File: src/hw/devcfg_pkg.sv
package devcfg_pkg;

    // ========================================================================
    // Register indices. Each index is one 32-bit word at byte address 4*index.
    // ========================================================================
    localparam int          IDX_W            = 12;
    localparam logic [11:0] IDX_CONFIG_LO    = 12'h880;
    localparam logic [11:0] IDX_CONFIG_HI    = 12'h881;
    localparam logic [11:0] IDX_PART_NUMBER  = 12'h882;
    localparam logic [11:0] IDX_SILICON_REV  = 12'h883;
    localparam logic [11:0] IDX_REGION_BASE  = 12'h884;
    localparam logic [11:0] IDX_REGION_SPAN  = 12'h885;
    localparam logic [11:0] IDX_RESERVED_END = 12'h9ff;

    // ========================================================================
    // Configuration word field positions.
    // ========================================================================
    localparam int BIT_PROTECT_EN   = 19;
    localparam int BIT_PROTECT_EN_H = 3;
    localparam int BIT_RESET_PIN    = 5;
    localparam int BIT_VECTOR_MAP   = 3;

    // ========================================================================
    // Values after reset and fixed reserved field values.
    // ========================================================================
    localparam logic        RST_PROTECT_EN  = 1'b1;
    localparam logic [2:0]  FIXED_CFG_18_16 = 3'b111;
    localparam logic [2:0]  FIXED_CFG_2_0   = 3'b011;
    localparam logic [15:0] RST_REGION_BASE = 16'h0100;
    localparam logic [15:0] RST_REGION_SPAN = 16'h00ff;

    // ========================================================================
    // AXI4-Lite response codes.
    // ========================================================================
    localparam logic [1:0]  RESP_OKAY       = 2'b00;
    localparam logic [1:0]  RESP_SLVERR     = 2'b10;

endpackage : devcfg_pkg

File: src/hw/reg_word.sv
`timescale 1ns/1ps

// One writable register with two byte lanes and a constant reset value.
module reg_word #(
    parameter int          WIDTH = 16,
    parameter logic [15:0] RESET = 16'h0000
) (
    input  wire logic             clk,
    input  wire logic             sys_rst,
    input  wire logic             wrEn,
    input  wire logic [1:0]       byteEn,
    input  wire logic [WIDTH-1:0] wrData,
    output logic      [WIDTH-1:0] value
);

    // Each enabled lane loads its byte; disabled lanes keep their contents.
    always_ff @(posedge clk or posedge sys_rst) begin
        if (sys_rst) begin
            value <= RESET[WIDTH-1:0];
        end else if (wrEn) begin
            if (byteEn[0]) begin
                value[7:0] <= wrData[7:0];
            end
            if (byteEn[1]) begin
                value[WIDTH-1:8] <= wrData[WIDTH-1:8];
            end
        end
    end

endmodule : reg_word

File: src/hw/device_config_protect_regs.sv
// Implementation choice: the AXI4-Lite interface to the registers.
`timescale 1ns/1ps

module device_config_protect_regs #(
    parameter int          ADDR_W        = 14,
    parameter logic [15:0] PART_NUMBER   = 16'h00a5, // Arbitrary value.
    parameter logic [15:0] SILICON_REV   = 16'h0000  // Arbitrary value.
) (
    input  wire logic              clk,
    input  wire logic              sys_rst,
    input  wire logic [ADDR_W-1:0] s_axi_awaddr,
    input  wire logic              s_axi_awvalid,
    output logic                   s_axi_awready,
    input  wire logic [31:0]       s_axi_wdata,
    input  wire logic [3:0]        s_axi_wstrb,
    input  wire logic              s_axi_wvalid,
    output logic                   s_axi_wready,
    output logic [1:0]             s_axi_bresp,
    output logic                   s_axi_bvalid,
    input  wire logic              s_axi_bready,
    input  wire logic [ADDR_W-1:0] s_axi_araddr,
    input  wire logic              s_axi_arvalid,
    output logic                   s_axi_arready,
    output logic [31:0]            s_axi_rdata,
    output logic [1:0]             s_axi_rresp,
    output logic                   s_axi_rvalid,
    input  wire logic              s_axi_rready,
    input  wire logic              resetPinLevel,
    input  wire logic              vectorMapSelect,
    input  wire logic              protectedWriteAllow,
    output logic                   wrRdProtectEn,
    output logic [15:0]            protectRegionBase,
    output logic [15:0]            protectRegionSpan
);

    import devcfg_pkg::*;

    // ========================================================================
    // Write channel holding.
    // ========================================================================
    logic              awHeld_q;
    logic              wHeld_q;
    logic [IDX_W-1:0]  awIdx_q;
    logic [31:0]       wData_q;
    logic [3:0]        wStrb_q;
    logic              awTake;
    logic              wTake;
    logic              doWrite;
    logic              wrAllowed;
    logic              awHeld_d;
    logic              wHeld_d;

    assign awTake    = s_axi_awvalid & s_axi_awready;
    assign wTake     = s_axi_wvalid & s_axi_wready;
    // A write completes only when no earlier response is still waiting.
    assign doWrite   = awHeld_q & wHeld_q & ~s_axi_bvalid;
    assign wrAllowed = doWrite & protectedWriteAllow;
    assign awHeld_d  = (awHeld_q | awTake) & ~doWrite;
    assign wHeld_d   = (wHeld_q | wTake) & ~doWrite;

    // Address and data are taken in either order and kept until both exist.
    always_ff @(posedge clk or posedge sys_rst) begin
        if (sys_rst) begin
            awHeld_q      <= 1'b0;
            wHeld_q       <= 1'b0;
            s_axi_awready <= 1'b1;
            s_axi_wready  <= 1'b1;
            awIdx_q       <= '0;
            wData_q       <= '0;
            wStrb_q       <= '0;
        end else begin
            awHeld_q      <= awHeld_d;
            wHeld_q       <= wHeld_d;
            s_axi_awready <= ~awHeld_d;
            s_axi_wready  <= ~wHeld_d;
            if (awTake) begin
                awIdx_q <= IDX_W'(s_axi_awaddr[ADDR_W-1:2]);
            end
            if (wTake) begin
                wData_q <= s_axi_wdata;
                wStrb_q <= s_axi_wstrb;
            end
        end
    end

    // ========================================================================
    // Address classification.
    // ========================================================================
    function automatic logic idxMapped(input logic [IDX_W-1:0] idx);
        idxMapped = (idx >= IDX_CONFIG_LO) && (idx <= IDX_RESERVED_END);
    endfunction : idxMapped

    // Write response: unmapped words answer with an error, others okay.
    always_ff @(posedge clk or posedge sys_rst) begin
        if (sys_rst) begin
            s_axi_bvalid <= 1'b0;
            s_axi_bresp  <= RESP_OKAY;
        end else if (doWrite) begin
            s_axi_bvalid <= 1'b1;
            s_axi_bresp  <= idxMapped(awIdx_q) ? RESP_OKAY : RESP_SLVERR;
        end else if (s_axi_bready) begin
            s_axi_bvalid <= 1'b0;
        end
    end

    // ========================================================================
    // Protection enable and region registers.
    // ========================================================================
    logic protectEn_q;
    logic baseWr;
    logic spanWr;

    // The enable is reachable through the low word at bit 19 and through the
    // high half-word alias at bit 3; a blocked write leaves it untouched.
    always_ff @(posedge clk or posedge sys_rst) begin
        if (sys_rst) begin
            protectEn_q <= RST_PROTECT_EN;
        end else if (wrAllowed) begin
            if (awIdx_q == IDX_CONFIG_LO && wStrb_q[2]) begin
                protectEn_q <= wData_q[BIT_PROTECT_EN];
            end else if (awIdx_q == IDX_CONFIG_HI && wStrb_q[0]) begin
                protectEn_q <= wData_q[BIT_PROTECT_EN_H];
            end
        end
    end

    // The enable leaves as a flop, driven straight from protectEn_q.
    assign wrRdProtectEn = protectEn_q;

    assign baseWr = wrAllowed && (awIdx_q == IDX_REGION_BASE);
    assign spanWr = wrAllowed && (awIdx_q == IDX_REGION_SPAN);

    reg_word #(
        .WIDTH (16),
        .RESET (RST_REGION_BASE)
    ) baseReg (
        .clk     (clk),
        .sys_rst (sys_rst),
        .wrEn    (baseWr),
        .byteEn  (wStrb_q[1:0]),
        .wrData  (wData_q[15:0]),
        .value   (protectRegionBase)
    );

    reg_word #(
        .WIDTH (16),
        .RESET (RST_REGION_SPAN)
    ) spanReg (
        .clk     (clk),
        .sys_rst (sys_rst),
        .wrEn    (spanWr),
        .byteEn  (wStrb_q[1:0]),
        .wrData  (wData_q[15:0]),
        .value   (protectRegionSpan)
    );

    // ========================================================================
    // Vector-map strap capture.
    // ========================================================================
    logic vectorMapStatus_q;
    logic strapTaken_q;

    // The strap cannot be loaded under the asynchronous reset, so it is caught
    // on the first edge after release and then held.
    always_ff @(posedge clk or posedge sys_rst) begin
        if (sys_rst) begin
            strapTaken_q      <= 1'b0;
            vectorMapStatus_q <= 1'b0;
        end else if (!strapTaken_q) begin
            strapTaken_q      <= 1'b1;
            vectorMapStatus_q <= vectorMapSelect;
        end
    end

    // ========================================================================
    // Read path.
    // ========================================================================
    logic [31:0]      configWord;
    logic [31:0]      rdWord;
    logic [IDX_W-1:0] arIdx;
    logic             arTake;

    // Reserved fields return their fixed values; the pin bit is not stored.
    always_comb begin
        configWord                 = 32'h0000_0000;
        configWord[BIT_PROTECT_EN] = protectEn_q;
        configWord[18:16]          = FIXED_CFG_18_16;
        configWord[BIT_RESET_PIN]  = resetPinLevel;
        configWord[BIT_VECTOR_MAP] = vectorMapStatus_q;
        configWord[2:0]            = FIXED_CFG_2_0;
    end

    assign arIdx  = IDX_W'(s_axi_araddr[ADDR_W-1:2]);
    assign arTake = s_axi_arvalid & s_axi_arready;

    // Decode of the word map; reserved indices read zero.
    always_comb begin
        case (arIdx)
            IDX_CONFIG_LO:   rdWord = configWord;
            IDX_CONFIG_HI:   rdWord = {16'h0000, configWord[31:16]};
            IDX_PART_NUMBER: rdWord = {16'h0000, PART_NUMBER};
            IDX_SILICON_REV: rdWord = {16'h0000, SILICON_REV};
            IDX_REGION_BASE: rdWord = {16'h0000, protectRegionBase};
            IDX_REGION_SPAN: rdWord = {16'h0000, protectRegionSpan};
            default:         rdWord = 32'h0000_0000;
        endcase
    end

    // One read at a time; the address channel closes until data is taken.
    always_ff @(posedge clk or posedge sys_rst) begin
        if (sys_rst) begin
            s_axi_arready <= 1'b1;
            s_axi_rvalid  <= 1'b0;
            s_axi_rdata   <= 32'h0000_0000;
            s_axi_rresp   <= RESP_OKAY;
        end else if (arTake) begin
            s_axi_arready <= 1'b0;
            s_axi_rvalid  <= 1'b1;
            s_axi_rdata   <= rdWord;
            s_axi_rresp   <= idxMapped(arIdx) ? RESP_OKAY : RESP_SLVERR;
        end else if (s_axi_rvalid && s_axi_rready) begin
            s_axi_arready <= 1'b1;
            s_axi_rvalid  <= 1'b0;
        end
    end
endmodule : device_config_protect_regs

File: config.mk
export PLATFORM = sky130hd
export DESIGN_NAME = device_config_protect_regs
export DESIGN_NICKNAME = d
export VERILOG_FILES = /design/src/hw/devcfg_pkg.sv /design/src/hw/reg_word.sv /design/src/hw/device_config_protect_regs.sv
export SDC_FILE = /design/constraint.sdc
export NUM_CORES = 1
export LEC_CHECK = 0
export BUFFER_PORTS_ARGS = -buffer_cell sky130_fd_sc_hd__buf_2
export CORE_ASPECT_RATIO = 0.5
export CORE_UTILIZATION = 35
export DETAILED_ROUTE_END_ITERATION = 10
export HOLD_SLACK_MARGIN = 0.08
export PLACE_DENSITY = 0.7
export SLEW_MARGIN = 20
export SYNTH_ARGS = -nofsm -noshare
export SYNTH_HDL_FRONTEND = slang
export SYNTH_SLANG_ARGS = --single-unit
File: constraint.sdc
create_clock -name clk -period 5.05 [get_ports clk]
set_input_delay 1.01 -clock clk [delete_from_list [all_inputs] [get_ports clk]]
set_output_delay 1.01 -clock clk [all_outputs]
set_load 0.005 [all_outputs]
After elaboration in Yosys (flattened, before gate mapping)
Cells that the tools add are included.

operators by class
  div/mod/pow operators = 0
  reduce and logical (&&, ||, !) cells = 15
  multipliers = 0
  magnitude comparators = 4
  add/subtract/negate cells = 0
  bitwise gates (word level) = 14
  muxes and demuxes = 11
  shift-type cells = 0
  equal/unequal tests = 9

operators with widths
  operator                number
  $eq A12 B12 Y1 const B  9
  $pmux W20 S5            1
  $ge A12 B12 Y1 const B  2
  $le A12 B12 Y1 const B  2
  $reduce_and A2 Y1       5
  $and A1 B1 Y1           8
  $mux W1                 8
  $logic_and A1 B1 Y1     7
  $reduce_bool A2 Y1      3
  $mux W2                 2
  $not A1 Y1              4
  $or A1 B1 Y1            2

storage, ports and cells
  memory bits (read-only) = 0
  logic and storage cells = 73
  input port bits = 74
  bits in writable memories = 0
  bits in latches = 0
  output and inout bits = 74
  memories = 0
  register bits after elaboration = 113

Depth between registers and ports, before layout
  depth in word-level cells = 5
  depth in mapped cells = 5
  mapped depth without buffers = 4

Cells and area by module
A second synthesis with hierarchy kept.

second synthesis, totals
  cells, all modules = 308
  area, all modules = 4,026.4 um^2

modules (own cells, without submodules)
  module                      area each (um^2)  sequential area each (um^2)  times used  cells an instance
  device_config_protect_regs  2,821.5           1,556.5                      1           238
  reg_word (spanReg)          606.8             410.4                        1           35
  reg_word (baseReg)          598.1             401.6                        1           35

Worst setup path after synthesis
No wires, ideal clock.

  path type = input port to flip-flop
  from = input port protectedWriteAllow
  to = register baseReg.value[0]
  buffers on the path = 0
  slack = 2,770 ps
  cell stages on the path = 4
  data required time = 4,925 ps
  setup time = 125 ps
  arrival time = 2,155 ps
  path through = nand4b_1 -> nor4_4 -> nand4b_4 -> mux2_2

on the way
  longest elaborated chain between the ends = 3

RTL lines
  element                             RTL line                           text
  start: declaration                  device_config_protect_regs.sv:30   input wire logic protectedWriteAllow,
  $and A1 B1 Y1                       device_config_protect_regs.sv:57   assign wrAllowed = doWrite & protectedWriteAllow;
  $logic_and A1 B1 Y1                 device_config_protect_regs.sv:130  assign baseWr = wrAllowed && (awIdx_q == IDX_REGION_BASE);
  $reduce_and A2 Y1 (no source line)  -
  end signal: assignment              reg_word.sv:19                     value <= RESET[WIDTH-1:0];
  end signal: assignment              reg_word.sv:22                     value[7:0] <= wrData[7:0];
  end signal: indexed assignment      reg_word.sv:25                     value[WIDTH-1:8] <= wrData[WIDTH-1:8];
  end: declaration                    reg_word.sv:13                     output logic [WIDTH-1:0] value

Every way passes these cells.
A chain may end at the register's enable or synchronous reset.

Worst setup path after layout
  from = input port s_axi_arvalid
  to = register s_axi_rdata[10]

on the way
  longest elaborated chain between the ends = 1

RTL lines
  element                 RTL line                           text
  start: declaration      device_config_protect_regs.sv:22   input wire logic s_axi_arvalid,
  $and A1 B1 Y1           device_config_protect_regs.sv:194  assign arTake = s_axi_arvalid & s_axi_arready;
  end signal: assignment  device_config_protect_regs.sv:219  s_axi_rdata <= rdWord;
  end: declaration        device_config_protect_regs.sv:24   output logic [31:0] s_axi_rdata,

Every way passes these cells.

==> results.sh <==
export IMPL_drtAntennaViolNets=0
export IMPL_die_h_um=77.9
export IMPL_path_clk_slew_ns=0.06
export IMPL_dp_cells=541
export IMPL_routed_wl_um=8460
export IMPL_dr_pass1_iters=4
export IMPL_stdcell_count=557
export IMPL_post_cts_resized=0
export IMPL_fp_dieArea_mm2=0.0120
export IMPL_initial_core_util=0.362
export IMPL_start_kind="input port"
export IMPL_grt_pass1_vias=2668
export IMPL_period_minus_slack_ns=2.43
export IMPL_cellPowerDensity_mw_per_mm2=422
export IMPL_met2_usage=0.259
export IMPL_path_class="input port to flop"
export IMPL_worstSkewPairLatency_ns=0.34
export IMPL_synth_seq_cells=94
export IMPL_fp_row_count=27
export IMPL_worst_slew_pin_slew_ns=1.00
export IMPL_rsz0062_at_grt="no"
export IMPL_crit_arrival_ns=2.68
export IMPL_async_flop_share=1.00
export IMPL_fin_crit_sh=0.481
export IMPL_cts_root_buf="clkbuf_16"
export IMPL_finalSetupViolCount=0
export IMPL_slew_violations=0
export IMPL_nNetsFinal=481
export IMPL_hold_ws_ns=0.473
export IMPL_worstPathCellList="buf_2 -> nand2_1 -> nand4b_1 -> or2_2 -> o21ai_0"
export IMPL_grt_use_met3=0.0575
export IMPL_ys_warn_count=0
export IMPL_synth_distinct_cells=34
export IMPL_seq_area_frac_synth=0.588
export IMPL_power_leakage_nw=2.55
export IMPL_crit_slowest_cell="nand2_1"
export IMPL_ff_latch_area_mm2=0.00237
export IMPL_outcome="complete, no violations"
export IMPL_worst_setup_path_end_kind="flop"
export IMPL_drc=0
export IMPL_cts_made_buffers=9
export IMPL_antenna_cells=0
export IMPL_dpl_cell_area_mm2=0.00468
export IMPL_grt_antenna_before_repair=0
export IMPL_finClkSkew_ns=0.00814
export IMPL_netlist_top_cells_area="dfrtp_1 (50%), mux2_2 (18%), dfstp_2 (8.5%), mux2i_1 (4.2%), buf_4 (3.0%)"
export IMPL_gr_usage_all_layers=0.153
export IMPL_dr_total_vias=2590
export IMPL_grt_most_used_layer="met2"
export IMPL_netlist_area_mm2=0.00403
export IMPL_final_common_cell="buf_2"
export IMPL_htreeDepth=3
export IMPL_layout_common_cells="buf_2 (113), dfrtp_1 (81), mux2_2 (66), o21ai_0 (23), nand2_1 (22)"
export IMPL_critPathTopFamily="simple AND/OR/NAND/NOR gates"
export IMPL_hold_path_class="flop to flop"
export IMPL_post_cts_buffers=0
export IMPL_vdd_drop_max_uv=182
export IMPL_cts_num_sinks=94
export IMPL_final_hold_viol_count=0
export IMPL_multi_input_comb_area_mm2=0.00153
export IMPL_stdcell_area_mm2=0.00499
export IMPL_cp_max_fo=24
export IMPL_grtUsageMet1=0.188
export IMPL_portBuffers=113
export IMPL_required_ns=5.30
export IMPL_grt_pass1_wl_um=13900
export IMPL_routedWlPerCell_um=15.2
export IMPL_synth_top_area_share=0.503
export IMPL_yosys_most_used_dff="dfrtp_1"
export IMPL_synthCells=295
export IMPL_io_pins=148
export IMPL_crit_path_max_incr_delay_ns=0.48
export IMPL_drt_initial_drc_count=97
export IMPL_synth_edf_count=0
export IMPL_relSlewSlack=0.332
export IMPL_core_area_mm2=0.0111
export IMPL_gp_congestion=0.737
export IMPL_cp_buffers_inverters=1
export IMPL_n_fill_cell=1039
export IMPL_die_width_um=154
export IMPL_hold_buffers=0
export IMPL_hpwl_um=6140
export IMPL_setup_tns_final_ns=0
export IMPL_drive_gt1_frac=0.524
export IMPL_syn_to_final_growth_pct=23.8
export IMPL_fmax_ghz=0.412
export IMPL_syn_mean_instance_area_um2=13.7
export IMPL_avgViaCountPerCell=4.65
export IMPL_synth_largest_area_cell="dfrtp_1"
export IMPL_cts_tree="done"
export IMPL_maxCapViolCount=0
export IMPL_clk_path_buf_depth=2
export IMPL_grt_max_degree=57
export IMPL_grt_overflow=0
==> cells by family (layout without fill, tap and decap cells) <==
group | count (synthesis) | in the layout | synth area share
compound gates | 33 | 33 | 0.0469
buf+inv | 33 | 137 | 0.0457
flops | 94 | 94 | 0.588
mux | 84 | 84 | 0.232
other cells | 2 | 15 | 0.00186
simple gates | 49 | 49 | 0.0854
==> area by class of cell <==
class / count / area share
Clock buffer: 12 / 0.0474
Tap cell: 145 / 0.0364
Sequential cell: 94 / 0.475
Inverter: 7 / 0.00577
Timing Repair Buffer: 114 / 0.115
Clock inverter: 4 / 0.0146
Multi-Input combinational cell: 181 / 0.306
==> through the flow <==
| stage | setup WS [ns] | power (W) | util |
|---|---|---|---|
| 5_1_grt | 2.46 | 0.00222 | 0.449 |
| 4_1_cts | 2.62 | 0.00213 | 0.449 |
| 3_5_place_dp | 2.26 | 0.00142 | 0.421 |
| 6_report | 2.62 | 0.00211 | 0.449 |
| 2_1_floorplan | 1.61 | 0.00131 | - |
| 3_3_place_gp | 2.32 | 0.00140 | 0.421 |
==> power breakdown <==
part	switching [W]	leakage [nW]	total (W)	internal (W)
logic	0.000143	1.22	0.000342	0.000199
registers	0.000133	1.18	0.00105	0.000921
clock network	0.000276	0.147	0.000710	0.000434
total	0.000551	2.55	0.00211	0.00155
==> final timing paths <==
kind,start,cells after the start,slack (ns),endpoint
min in group asynchronous,sys_rst,2,0.70,awIdx_q[10]
max in group asynchronous,sys_rst,3,3.26,s_axi_rresp[1]
worst max register to register,awIdx_q[3],4,2.70,baseReg.value[6]
worst min-delay path,s_axi_rdata[1],2,0.47,s_axi_rdata[1]
worst max-delay path,s_axi_arvalid,5,2.62,s_axi_rdata[10]
worst min register to register,s_axi_rdata[1],2,0.47,s_axi_rdata[1]
==> flip-flops by register name, indices dropped and copies added, names as in the netlist <==
signal,flops
s_axi_awready,1
s_axi_wready,1
s_axi_bvalid,1
s_axi_rresp,1
strapTaken_q,1
awHeld_q,1
awIdx_q,12
wStrb_q,3
s_axi_rvalid,1
wHeld_q,1
s_axi_bresp,1
wrRdProtectEn,1
spanReg.value,16
s_axi_arready,1
vectorMapStatus_q,1
baseReg.value,16
wData_q,17
s_axi_rdata,18
==> synth_stat cells, types with 2 or more instances <==
master and count:
mux2_2 66, nor2_1 5, or3b_1 2, inv_1 7, clkbuf_1 9, nand4b_1 2, a22o_1 4, a21oi_1 3
buf_4 16, mux2i_1 17, nand3_1 2, nand4_4 2, conb_1 2, nand4b_4 2, dfstp_2 13, o21ai_0 23
dfrtp_1 81, nand2b_1 2, nand2_1 22
==> tightest hold or removal path: stages (launching register included) <==
cell and delay, ns:
dfrtp_1 0.34, nand2_1 0.05, o21ai_0 0.06
==> per-layer routing <==
metal	routed length, µm	vias up
li1	-	1238
met1	3790	1285
met2	4150	62
met3	459	5
met4	66	0
met5	0	-
(Power assumes the default switching activity.)
